File: src/verilog/uhsm_consts.svh
// Purpose: Constants for the host select and modem pin block.
// Assumes: Single clock REF_CLK at 250 MHz.
// Notes: Bit positions of the modem status byte and select codes.
`ifndef UHSM_CONSTS_SVH
`define UHSM_CONSTS_SVH
`define UHSM_MSR_DCTS 0
`define UHSM_MSR_DDSR 1
`define UHSM_MSR_DDCD 3
`define UHSM_MSR_CTS 4
`define UHSM_MSR_DSR 5
`define UHSM_MSR_DCD 7
`define UHSM_MSR_RST 8'h00
`define UHSM_SEL_MSR 3'h6
`endif

File: src/verilog/uhsm_pkg.sv
// Purpose: Types for the host select and modem pin block.
// Assumes: Nothing beyond the constants header.
// Notes: Interrupt source state is a Gray-coded enum.
package uhsm_pkg;
	typedef enum logic [1:0] {
		UHSM_IRQ_IDLE = 2'h0,
		UHSM_IRQ_PEND = 2'h1
	} uhsm_irq_t;
endpackage
File: src/verilog/uhsm_host_modem.sv
// Purpose: Chip select, data bus, interrupt and modem handshake pins of a UART.
// Assumes: All inputs synchronous to REF_CLK; modem pins active low.
// Notes: Register map beyond the modem status byte lives elsewhere.
// Notes on behaviour
// - Selected only when both high selects are high and the low select is low.
// - Unselected device ignores reads and writes and leaves data undriven.
// - Status bit 4 shows clear-to-send; bit 0 flags its change since read.
// - Clear-to-send change interrupts only if enabled and auto mode off.
// - In auto mode clear-to-send gates the transmitter.
// - Bit 7 shows carrier detect, bit 3 its change; change may interrupt.
// - Bit 5 shows data-set-ready, bit 1 its change; change may interrupt.
// - Eight-bit three-state bidirectional data bus to the CPU.
// - Transceiver disable is low whenever the CPU is not reading.
// - Data-terminal-ready output is low when its control bit is set.
// - Data-terminal-ready inactive on reset, in loopback, or bit cleared.
// - A pending interrupt drives the interrupt output high.
// - Receiver error, data, FIFO-mode timeout, transmit empty or modem change interrupt.
// - Interrupt drops once serviced or on master reset.
// - Address strobe low passes selects through; rising edge holds them.
`timescale 1ns/1ps
`include "uhsm_consts.svh"
module uhsm_host_modem
	import uhsm_pkg::*;
(
	input wire logic REF_CLK, // Device clock.
	input wire logic RST, // Synchronous master reset, active high.
	input wire logic SELECT_HIGH_A, // Chip select, active high.
	input wire logic SELECT_HIGH_B, // Chip select, active high.
	input wire logic SELECT_LOW_N, // Chip select, active low.
	input wire logic ADDRESS_LATCH_STROBE_N, // Address strobe, active low.
	input wire logic [2:0] REGISTER_SELECT, // Register select.
	input wire logic RD, // CPU read strobe, active high.
	input wire logic WR, // CPU write strobe, active high.
	input wire logic [7:0] D_IN, // Data bus input.
	output logic [7:0] D_OUT, // Data bus output.
	output logic D_OE, // Data bus output enable.
	input wire logic [7:0] RD_DATA, // Read data from other registers.
	output logic SEL_RD, // Selected read, pulse per cycle.
	output logic SEL_WR, // Selected write, pulse per cycle.
	output logic [2:0] SEL_ADDR, // Latched register select.
	output logic TRANSCEIVER_DISABLE_N, // Low when CPU is not reading.
	input wire logic CTS_N, // Clear to send, active low.
	input wire logic DSR_N, // Data set ready, active low.
	input wire logic DCD_N, // Carrier detect, active low.
	output logic DTR_N, // Data terminal ready, active low.
	input wire logic DTR_BIT, // Control register data-terminal-ready bit.
	input wire logic LOOPBACK, // Loopback mode.
	input wire logic MODEM_IRQ_EN, // Modem status interrupt enable.
	input wire logic AUTO_CTS_EN, // Automatic clear-to-send mode.
	input wire logic TX_REQ, // Transmitter wants to send.
	output logic TX_GO, // Transmitter may proceed.
	input wire logic RX_ERR_IRQ, // Receiver error source.
	input wire logic RX_DATA_IRQ, // Received data source.
	input wire logic RX_TIMEOUT_IRQ, // Receive timeout source.
	input wire logic FIFO_MODE, // FIFO mode enable.
	input wire logic THR_EMPTY_IRQ, // Transmit holding empty source.
	output logic [7:0] MODEM_STATUS, // Modem status byte.
	output logic INT // Interrupt to CPU, active high.
);

	// ----------------------------------------------------------------
	// Address and select latch
	// ----------------------------------------------------------------
	logic [2:0] addr_reg, addr_next;
	logic [2:0] cs_reg, cs_next;
	logic [2:0] addr_eff;
	logic sel;

	always_comb begin
		addr_next = addr_reg;
		cs_next = cs_reg;
		if (!ADDRESS_LATCH_STROBE_N) begin
			addr_next = REGISTER_SELECT;
			cs_next = {SELECT_HIGH_A, SELECT_HIGH_B, SELECT_LOW_N};
		end
	end

	always_ff @(posedge REF_CLK) begin
		if (RST) begin
			addr_reg <= 3'h0;
			cs_reg <= 3'h0;
		end else begin
			addr_reg <= addr_next;
			cs_reg <= cs_next;
		end
	end

	// Transparent while the strobe is low, held value once it goes high.
	always_comb begin
		if (!ADDRESS_LATCH_STROBE_N) begin
			addr_eff = REGISTER_SELECT;
			sel = SELECT_HIGH_A & SELECT_HIGH_B & ~SELECT_LOW_N;
		end else begin
			addr_eff = addr_reg;
			sel = cs_reg[2] & cs_reg[1] & ~cs_reg[0];
		end
	end

	assign SEL_RD = sel & RD;
	assign SEL_WR = sel & WR;
	assign SEL_ADDR = addr_eff;
	assign TRANSCEIVER_DISABLE_N = SEL_RD;

	// ----------------------------------------------------------------
	// Data bus
	// ----------------------------------------------------------------
	logic [7:0] dout_reg, dout_next;
	logic oe_reg, oe_next;
	logic [7:0] msr_reg, msr_next;
	logic msr_read;

	assign msr_read = SEL_RD & (addr_eff == `UHSM_SEL_MSR);

	always_comb begin
		oe_next = SEL_RD;
		dout_next = 8'h00;
		if (msr_read) begin
			dout_next = msr_reg;
		end else if (SEL_RD) begin
			dout_next = RD_DATA;
		end
	end

	always_ff @(posedge REF_CLK) begin
		if (RST) begin
			dout_reg <= 8'h00;
			oe_reg <= 1'b0;
		end else begin
			dout_reg <= dout_next;
			oe_reg <= oe_next;
		end
	end

	assign D_OUT = dout_reg;
	assign D_OE = oe_reg & SEL_RD;

	// ----------------------------------------------------------------
	// Modem status
	// ----------------------------------------------------------------
	logic [2:0] pin_reg, pin_next;
	logic cts_chg, dsr_chg, dcd_chg;
	logic msr_rd_reg, msr_rd_next;

	assign pin_next = {~DCD_N, ~DSR_N, ~CTS_N};
	assign cts_chg = pin_next[0] ^ pin_reg[0];
	assign dsr_chg = pin_next[1] ^ pin_reg[1];
	assign dcd_chg = pin_next[2] ^ pin_reg[2];
	// A read clears flags once the read ends, so the CPU sees a stable byte.
	assign msr_rd_next = msr_read;

	always_comb begin
		msr_next = msr_reg;
		msr_next[`UHSM_MSR_CTS] = pin_next[0];
		msr_next[`UHSM_MSR_DSR] = pin_next[1];
		msr_next[`UHSM_MSR_DCD] = pin_next[2];
		if (msr_rd_reg && !msr_read) begin
			msr_next[`UHSM_MSR_DCTS] = 1'b0;
			msr_next[`UHSM_MSR_DDSR] = 1'b0;
			msr_next[`UHSM_MSR_DDCD] = 1'b0;
		end
		// Set wins over the read clear.
		if (cts_chg) msr_next[`UHSM_MSR_DCTS] = 1'b1;
		if (dsr_chg) msr_next[`UHSM_MSR_DDSR] = 1'b1;
		if (dcd_chg) msr_next[`UHSM_MSR_DDCD] = 1'b1;
	end

	always_ff @(posedge REF_CLK) begin
		if (RST) begin
			msr_reg <= `UHSM_MSR_RST;
			pin_reg <= pin_next; // A pin already active at reset is not a change.
			msr_rd_reg <= 1'b0;
		end else begin
			msr_reg <= msr_next;
			pin_reg <= pin_next;
			msr_rd_reg <= msr_rd_next;
		end
	end

	assign MODEM_STATUS = msr_reg;

	// ----------------------------------------------------------------
	// Modem outputs and transmitter gate
	// ----------------------------------------------------------------
	logic dtr_reg, dtr_next;

	assign dtr_next = ~(DTR_BIT & ~LOOPBACK);

	always_ff @(posedge REF_CLK) begin
		if (RST) begin
			dtr_reg <= 1'b1;
		end else begin
			dtr_reg <= dtr_next;
		end
	end

	assign DTR_N = dtr_reg;
	assign TX_GO = TX_REQ & (~AUTO_CTS_EN | ~CTS_N);

	// ----------------------------------------------------------------
	// Interrupt
	// ----------------------------------------------------------------
	uhsm_irq_t irq_reg, irq_next;
	logic modem_src;
	logic any_src;

	// Auto mode hides the clear-to-send flag from the interrupt only.
	assign modem_src = MODEM_IRQ_EN & ((msr_reg[`UHSM_MSR_DCTS] & ~AUTO_CTS_EN)
		| msr_reg[`UHSM_MSR_DDSR] | msr_reg[`UHSM_MSR_DDCD]);
	assign any_src = RX_ERR_IRQ | RX_DATA_IRQ | (RX_TIMEOUT_IRQ & FIFO_MODE)
		| THR_EMPTY_IRQ | modem_src;

	always_comb begin
		case (irq_reg)
			UHSM_IRQ_IDLE: irq_next = any_src ? UHSM_IRQ_PEND : UHSM_IRQ_IDLE;
			UHSM_IRQ_PEND: irq_next = any_src ? UHSM_IRQ_PEND : UHSM_IRQ_IDLE;
			default: irq_next = UHSM_IRQ_IDLE;
		endcase
	end

	always_ff @(posedge REF_CLK) begin
		if (RST) begin
			irq_reg <= UHSM_IRQ_IDLE;
		end else begin
			irq_reg <= irq_next;
		end
	end

	assign INT = (irq_reg == UHSM_IRQ_PEND);
endmodule

File: config.mk
export PLATFORM = sky130hd
export DESIGN_NAME = uhsm_host_modem
export DESIGN_NICKNAME = d
export VERILOG_FILES = /design/src/verilog/uhsm_pkg.sv /design/src/verilog/uhsm_host_modem.sv
export VERILOG_INCLUDE_DIRS = /design/src /design/src/verilog
export SDC_FILE = /design/constraint.sdc
export NUM_CORES = 1
export LEC_CHECK = 0
export BUFFER_PORTS_ARGS = -buffer_cell sky130_fd_sc_hd__buf_2
export CORE_AREA = 2 2 65 49
export DETAILED_ROUTE_END_ITERATION = 16
export DIE_AREA = 0 0 67 51
export HOLD_SLACK_MARGIN = 0.1
export PLACE_DENSITY_LB_ADDON = 0.1
export SETUP_SLACK_MARGIN = 0.3
export SLEW_MARGIN = 15
export SYNTH_ARGS = -nofsm -noshare
export SYNTH_HDL_FRONTEND = slang
export SYNTH_SLANG_ARGS = --single-unit
File: constraint.sdc
create_clock -name REF_CLK -period 1.4 [get_ports REF_CLK]
set_clock_uncertainty 0.2 [all_clocks]
set_input_delay 0 -clock REF_CLK [delete_from_list [all_inputs] [get_ports REF_CLK]]
set_output_delay 0 -clock REF_CLK [all_outputs]
set_load 0.005 [all_outputs]
# Word level (Yosys, flattened, before mapping)
# Cells that the tools add are included.
[totals]
reg_bits = 28
latch_bits = 0
ramBits = 0
mem_bits_ro = 0
mem_count = 0
[op_classes]
n_addsub = 0
mul = 0
div = 0
order_cmp = 0
n_eq_ne = 2
shift = 0
n_mux = 10
bitwise = 33
n_reduce_logical = 9
[ops]
columns = ["op", "n"]
rows = [
  ["8-bit two-way mux", 2],
  ["1-bit AND", 13],
  ["1-bit inverter", 10],
  ["1-bit OR", 7],
  ["1-bit two-way mux", 6],
  ["2-bit nonzero test", 3],
  ["2-bit OR reduction", 2],
  ["3-bit == test, second input constant", 1],
  ["3-bit two-way mux", 1],
  ["3-bit OR reduction", 1],
  ["1-bit XOR", 3],
  ["2-bit by 1-bit == test with 1-bit output, second input constant", 1],
  ["2-bit logical NOT", 1],
  ["2-bit two-way mux", 1],
  ["1-bit logical AND", 1],
  ["1-bit logical NOT", 1],
]

# Longest topological paths before layout
# Gate-level depths: netlist (run 1).
[depth]
word_depth = 9
depth_mapped = 5
ltp_nobuf = 3

# Worst setup path after synthesis (run 1)
# No wires, ideal clock.
[synth_timing]
kind = "reg-to-reg"
from = "reg cs_reg[0]"
to = "reg msr_reg[0], in the netlist MODEM_STATUS[0]"
setup_time_ps = 67
arrival_ps = 902
path_slack_ps = 231
path_stages_with_launch = 4
path_buffers = 0
period_less_slack_ps = 1169
cell_sequence = "dfxtp_1 -> and4b_4 -> o221ai_4 -> o21ai_2"
[synth_between]
elab_chain_len = 8
[synth_lines]
columns = ["item", "line", "text"]
rows = [
  ["from (decl)", "uhsm_host_modem.sv:65", "logic [2:0] cs_reg, cs_next;"],
  ["from (signal assigned)", "uhsm_host_modem.sv:84", "cs_reg <= cs_next;"],
  ["1-bit inverter", "uhsm_host_modem.sv:95", "sel = cs_reg[2] & cs_reg[1] & ~cs_reg[0];"],
  ["1-bit AND", "uhsm_host_modem.sv:95", ""],
  ["1-bit two-way mux", "uhsm_host_modem.sv:90", "if (!ADDRESS_LATCH_STROBE_N) begin"],
  ["1-bit AND", "uhsm_host_modem.sv:99", "assign SEL_RD = sel & RD;"],
  ["1-bit AND", "uhsm_host_modem.sv:112", "assign msr_read = SEL_RD & (addr_eff == `UHSM_SEL_MSR);"],
  ["1-bit logical NOT", "uhsm_host_modem.sv:156", "if (msr_rd_reg && !msr_read) begin"],
  ["1-bit logical AND", "uhsm_host_modem.sv:156", ""],
  ["2-bit nonzero test (no source line)", "--", ""],
  ["to (signal assigned)", "uhsm_host_modem.sv:169", "msr_reg <= `UHSM_MSR_RST;"],
  ["to (signal assigned)", "uhsm_host_modem.sv:173", "msr_reg <= msr_next;"],
  ["to (decl)", "uhsm_host_modem.sv:109", "logic [7:0] msr_reg, msr_next;"],
]
# Every way passes these cells.
# A chain may end at the register's enable or synchronous reset.

# Worst setup path in the final report (run 1)
# Ends and elaborated chain as after synthesis.

==> impl_results.md, run 1 <==
- Outcome: finished, violations left
- Failing checks: negative hold slack
- Critical path buffers and inverters: 1
- DIE HEIGHT: 51 um
- I/O pin cnt: 66
- Crit Path Category: register to register
- Initial Util: 38.62%
- Antenna cells: 0
- WL/cell: 12.00 um
- First-pass GRT wire length: 4195 um
- Critical Path AT: 1380 ps
- Share of layout cells above drive strength 1: 46.20%
- Clk slew on worst S/H paths: 80 ps
- Element type at the critical path end: register
- Max-cap check violation count: 0
- Root Buffer: clkbuf_8
- Register bit total from synthesis: 27
- Post-layout util: 57.92%
- Hold path depth: 2
- Post-DRT Antenna Nets: 0
- Slowest CP cell: and4b_4
- Critical path cell sequence: and4b_4 -> buf_4 -> o221ai_4 -> o21ai_2
- Post-synthesis mux area share: 5.711%
- Hold Startpoint: LOOPBACK
- Chip width: 67 um
- Final wirelength: 2665 um
- Period utilization: 98.70%
- Finish-stage setup viols: 0
- Yosys top cell by area: dfxtp_1
- Vias in the first global route: 976
- Total GRT Usage: 16.36%
- Pwr dens: 886.3 nW/um^2
- FF-to-FF Start: cs_reg[0]$_SDFFE_PP0N_
- Antenna violations before repair: 0
- Longest Clk Path Bufs: 2
- Via-to-Cell Ratio: 4.613
- Final Hold Viols: 13
- TritonCTS Sinks: 27
- R2r endpoint: MODEM_STATUS[0]$_SDFFE_PP0P_
- Top cell type's share of synthesized area: 48.38%
- Crit-path max cell delay: 330 ps
- Kind of cell adding the most delay to the critical path: simple AND/OR/NAND/NOR gates
- Clock latency on the worst-skew pair: 260 ps
- Die Area: 3417 um^2
- Synth Flop Type: dfxtp_1
- H-tree levels: 1
- Commonest cells in the netlist: dfxtp_1 (27), inv_1 (10), nor2_1 (9), nand3_1 (8)
- Static Leak: 0.8265 nW
- Worst IR Drop VDD: 0.6386 mV
- Unrepaired setup endpoints after global routing: yes
- CTS tree: yes
- FMAX: 723.7 MHz
- YS warnings: 0
- 1st-pass router iterations: 4
- Largest family of logic cells by synthesized area: simple AND/OR/NAND/NOR gates
- Crit start category: register
- CP required: 1400 ps
- Largest net degree at the start of global routing: 16
- Register area share after synthesis: 48.38%
- Synth area leaders: dfxtp_1 (48%), nand3_1 (3.6%), inv_1 (3.4%)
- CTS Buf Count: 3
- Synthesized area: 1117 um^2
- CTS Hold Bufs: 17
- Final critical-path required period: 1382 ps
- Synth cell types: 31
- Worst R2R Setup Slack: 20 ps
- Fill count: 283
- Setup slack at placement: 127.9 ps
- # port buffers: 55
- Rows: 17
- Nets@finish: 225
- Xor and xnor area share after synthesis: 2.352%
- Dpl hpwl: 1860 um
- Count leader, synth: dfxtp_1
- Max FFs per register: 8
- Fin worst setup slack: 18.15 ps
- Post-synthesis cell count: 111
- Drc violations: 0
- Post-synth EDFFs: 0
- Simple-gate area share of the yosys netlist: 18.92%
- WHS Endpoint: DTR_N$_SDFF_PP1_
- Final max-slew violation count: 0
- Core region area: 2893 um^2
- Total negative slack: 0 ps
- Routed vias: 1024
- R2r worst-path depth: 4
- Grt ovf: 0
- Area grow syn2layout: 49.94%
- Synth Area in Compound Gates: 17.25%
- Adder-cell share of the synthesized area: 0%
- Worst min-delay path category: input port to register
- WHS: -281.1 ps
- Critical Path Fanout Max: 4
- Async set-reset flop share out of synthesis: 0%
- Initial drt markers: 26
- Mapped Avg Cell Area: 10.07 um^2
- RePlAce Congestion: 0.6772
[cells in the final DEF, fill, tap and decap left out, types with 4 or more instances in the layout]
master	synthesis	final
o21ai_2	3	4
dfxtp_1	27	22
nand3_1	8	8
dlygate4sd3_1	0	17
o21ai_0	7	6
a21oi_1	7	5
buf_2	0	55
inv_1	10	10
nor2_1	9	9
dfxtp_2	0	4
[where the power goes]
part	switching [W]	internal, W	total [W]
combinational	0.0000977	0.000139	0.000237
sequential	0.0000222	0.000802	0.000824
clock	0.000221	0.000203	0.000424
total	0.000341	0.00114	0.00148
[cell families (layout without fill, tap and decap cells)]
| group | after synthesis | after routing |
|---|---|---|
| AO/OA/AOI/OAI | 26 | 26 |
| multiplexers | 6 | 6 |
| AND/OR/NAND/NOR | 32 | 32 |
| XOR/XNOR | 3 | 3 |
| other | 1 | 2 |
| buffers and inverters | 16 | 88 |
| flip-flops | 27 | 27 |
[area by class of cell]
class,instances,area (um^2),area share [%]
clock buffers,4,45.04,2.689
repair buffers,74,464.2,27.71
multi-input cells,69,531.8,31.74
flip-flops and latches,27,549.3,32.79
well taps,38,47.55,2.838
inverters,10,37.54,2.240
[metal layers]
layer  global-route usage, %  wire [um]  vias up
met2                   29.54       1283       38
met5                       0          0        -
met3                   5.727        210        0
met4                   3.061          0        0
met1                   18.61       1170      465
li1                        -          -      521
[metrics by stage]
stage	power, W	std cells	cell area (um^2)
2_1_floorplan	0.0009374	112	1121
3_3_place_gp	0.001017	199	1403
3_5_place_dp	0.001024	199	1403
4_1_cts	0.001508	222	1657
5_1_grt	0.001571	222	1675
6_report	0.001485	222	1675
[how the worst max path moves through the flow]
stage | end | slack [ps] | start | cells after the start
6_report | MODEM_STATUS[0]$_SDFFE_PP0P_ | 20 | cs_reg[0]$_SDFFE_PP0N_ | 4
5_1_grt | D_OE | -30 | cs_reg[0]$_SDFFE_PP0N_ | 4
4_1_cts | D_OE | -10 | cs_reg[0]$_SDFFE_PP0N_ | 4
3_5_place_dp | D_OUT[7]$_SDFF_PP0_ | 130 | addr_reg[0]$_SDFF_PP0_ | 3
3_3_place_gp | D_OUT[7]$_SDFF_PP0_ | 150 | addr_reg[0]$_SDFF_PP0_ | 3
2_1_floorplan | MODEM_STATUS[0]$_SDFFE_PP0P_ | 240 | addr_reg[0]$_SDFF_PP0_ | 3
[timing repair]
action,CTS,global route
hold endpoints to repair,28,23
resized for setup,10,5
pin swaps,4,5
setup endpoints to repair,21,22
buffers inserted,2,0
(Power assumes the default switching activity.)
==> inputs of run 2 (changes only) <==
Settings changed: GPL_TIMING_DRIVEN set to 0.
==> impl_results.md, run 2 (same netlist as run 1, synthesis figures left out) <==
- R2r endpoint: MODEM_STATUS[0]$_SDFFE_PP0P_
- Dpl hpwl: 1890 um (+1.6%)
- Initial Util: 38.62% (unchanged)
- Longest Clk Path Bufs: 2 (unchanged)
- CTS tree: yes
- Sequential fraction of design power: 54.3% (-1.2 points)
- Clock latency on the worst-skew pair: 270 ps (about the same)
- Hold path depth: 2 (unchanged)
- Crit-path max cell delay: 330 ps (about the same)
- Post-Place Cell Area: 1444 um^2 (+2.9%)
- Element type at the critical path end: register
- Worst min-delay path category: input port to register
- Fin worst setup slack: -13.60 ps (-31.75 ps)
- Placed cell count: 205 (+3.0%)
- Comb pwr share: 17.1% (+1.1 points)
- Hold Startpoint: LOOPBACK
- FF-to-FF Start: cs_reg[0]$_SDFFE_PP0N_
- CP required: 1360 ps (-40 ps)
- Final critical-path required period: 1414 ps (+31.75 ps)
- I/O pin cnt: 66 (unchanged)
- Crit start category: register
- Area grow syn2layout: 56.55%
- Commonest non-fill, non-tap cells in the layout: buf_2 (51), dfxtp_1 (22), dlygate4sd3_1 (17)
- Critical path cell sequence: and4b_4 -> buf_4 -> buf_6 -> o221ai_4 -> o21ai_2
- Finish-stage setup viols: 7 (+7)
- 1st-pass router iterations: 4 (unchanged)
- Critical Path AT: 1380 ps (about the same)
- Static Leak: 0.8738 nW (+5.7%)
- Clk slew on worst S/H paths: 90 ps (about the same)
- Slowest CP cell: dfxtp_2
- Most common cell after layout, fill and taps aside: buf_2
- Core region area: 2893 um^2 (unchanged)
- Pwr dens: 866.6 nW/um^2 (-2.2%)
- Die Area: 3417 um^2 (unchanged)
- Final wirelength: 2674 um (+0.34%)
- Failing checks: negative hold slack, negative setup slack
- WL/cell: 11.68 um (-2.7%)
- Int Pwr: 0.001159 W (+1.3%)
- RePlAce Congestion: 0.7222 (+6.6%)
- Grt ovf: 0 (unchanged)
- Max-cap check violation count: 0 (unchanged)
- Sw frac: 23.51% (+0.57 points)
- CTS Buf Count: 3 (unchanged)
- Crit Path Category: register to register
- Unrepaired setup endpoints after global routing: yes
- WHS Endpoint: DTR_N$_SDFF_PP1_
- Period utilization: 101.0% (+2.3 points)
- Post-layout instance area: 1749 um^2 (+4.4%)
- Routed vias: 1040 (+1.6%)
- Total GRT Usage: 15.94% (-0.41 points)
- Clock Power Share: 28.6% (about the same)
- Chip width: 67 um (unchanged)
- Largest net degree at the start of global routing: 16 (unchanged)
- Rows: 17 (unchanged)
- Nets@finish: 232 (+3.1%)
- Antenna violations before repair: 0 (unchanged)
- Worst R2R Setup Slack: -10 ps (-30 ps)
- Post-layout util: 60.47% (+2.6 points)
- Drc violations: 0 (unchanged)
- FMAX: 707.4 MHz (-2.2%)
- Max FFs per register: 8 (unchanged)
- Via-to-Cell Ratio: 4.541 (-1.5%)
- First-pass GRT wire length: 4098 um (-2.3%)
- Critical Path Fanout Max: 4 (unchanged)
- Final max-slew violation count: 0 (unchanged)
- # port buffers: 55 (unchanged)
- Initial drt markers: 19 (-27%)
- NetSw: 0.0003564 W (+4.6%)
- WHS: -281.9 ps (-0.7950 ps)
- Post-Layout Cell Count: 229 (+3.2%)
- TritonCTS Sinks: 27 (unchanged)
- Worst IR Drop VDD: 0.5167 mV (-19%)
- H-tree levels: 1 (unchanged)
- R2r worst-path depth: 5 (+1)
- Share of layout cells above drive strength 1: 46.60% (+0.40 points)
- Outcome: finished, violations left
- Final Hold Viols: 7 (-6)
- Post-DRT Antenna Nets: 0 (unchanged)
- DIE HEIGHT: 51 um (unchanged)
- Vias in the first global route: 974 (-0.20%)
- Root Buffer: clkbuf_8
- Antenna cells: 0 (unchanged)
run 2: worst max-delay path: cells and delay by family, from the launching register on:
| family | cells | cell delay [ps] |
|---|---|---|
| DFF | 1 | 330 |
| AOI/OAI and AO/OA | 2 | 330 |
| buffers and inverters | 2 | 250 |
| and+or+nand+nor | 1 | 200 |
run 2: cell type report:
| class | instances | area (um^2) |
|---|---|---|
| sequential | 27 | 546.8 |
| timing repair buffer | 75 | 496.7 |
| buffer | 6 | 45.04 |
| inverter | 10 | 37.54 |
| multi-input combinational | 69 | 529.3 |
| clock buffer | 3 | 41.29 |
| tap | 38 | 47.55 |
| fill | 261 | 1144 |
| clock inverter | 1 | 5.005 |
run 2: how the worst max path moves through the flow:
| stage | startpoint | endpoint | slack, ps |
|---|---|---|---|
| 6_report | cs_reg[0]$_SDFFE_PP0N_ | MODEM_STATUS[0]$_SDFFE_PP0P_ | -10 |
| 5_1_grt | cs_reg[0]$_SDFFE_PP0N_ | D_OUT[5]$_SDFF_PP0_ | -80 |
| 4_1_cts | cs_reg[0]$_SDFFE_PP0N_ | TRANSCEIVER_DISABLE_N | -30 |
| 3_5_place_dp | addr_reg[0]$_SDFF_PP0_ | D_OUT[7]$_SDFF_PP0_ | 130 |
| 3_3_place_gp | addr_reg[0]$_SDFF_PP0_ | D_OUT[7]$_SDFF_PP0_ | 130 |
| 2_1_floorplan | addr_reg[0]$_SDFF_PP0_ | MODEM_STATUS[0]$_SDFFE_PP0P_ | 240 |
run 2: power groups by stage:
stage               sequential, W  combinational, W  clock (W)
finish                   0.000823          0.000259   0.000433
global route             0.000828          0.000285   0.000477
CTS                      0.000822          0.000252   0.000451
detailed placement       0.000841          0.000194          0
global placement         0.000840          0.000188          0
floorplan                0.000837          0.000100          0
run 2: metrics by stage:
| step | hold slack (ps) | worst slack, ps | setup TNS (ps) | power, W |
|---|---|---|---|---|
| CTS | -288.3 | -33.79 | -171.3 | 0.001525 |
| global route | -290.3 | -77.02 | -925.7 | 0.001590 |
| detailed placement | -5.723 | 130.4 | 0 | 0.001034 |
| floorplan | -143.5 | 243.4 | 0 | 0.0009374 |
| finish | -281.9 | -13.60 | -57.33 | 0.001516 |
| global placement | -9.889 | 131.6 | 0 | 0.001027 |
run 2: timing repair:
item / 4_1_cts / 5_1_grt
setup endpoints to repair: 21 / 22
hold endpoints to repair: 29 / 20
setup buffers: 3 / 0
resized for setup: 14 / 5
hold buffers: 16 / 2
pin swaps: 4 / 2
run 2: metal layers:
layer | up-vias | share of wire, % | GRT usage, %
li1 | 533 | - | -
met2 | 35 | 45 | 27.72
met3 | 2 | 6.7 | 5.066
met5 | - | 0 | 0
met4 | 0 | 0.60 | 4.082
met1 | 470 | 48 | 18.91
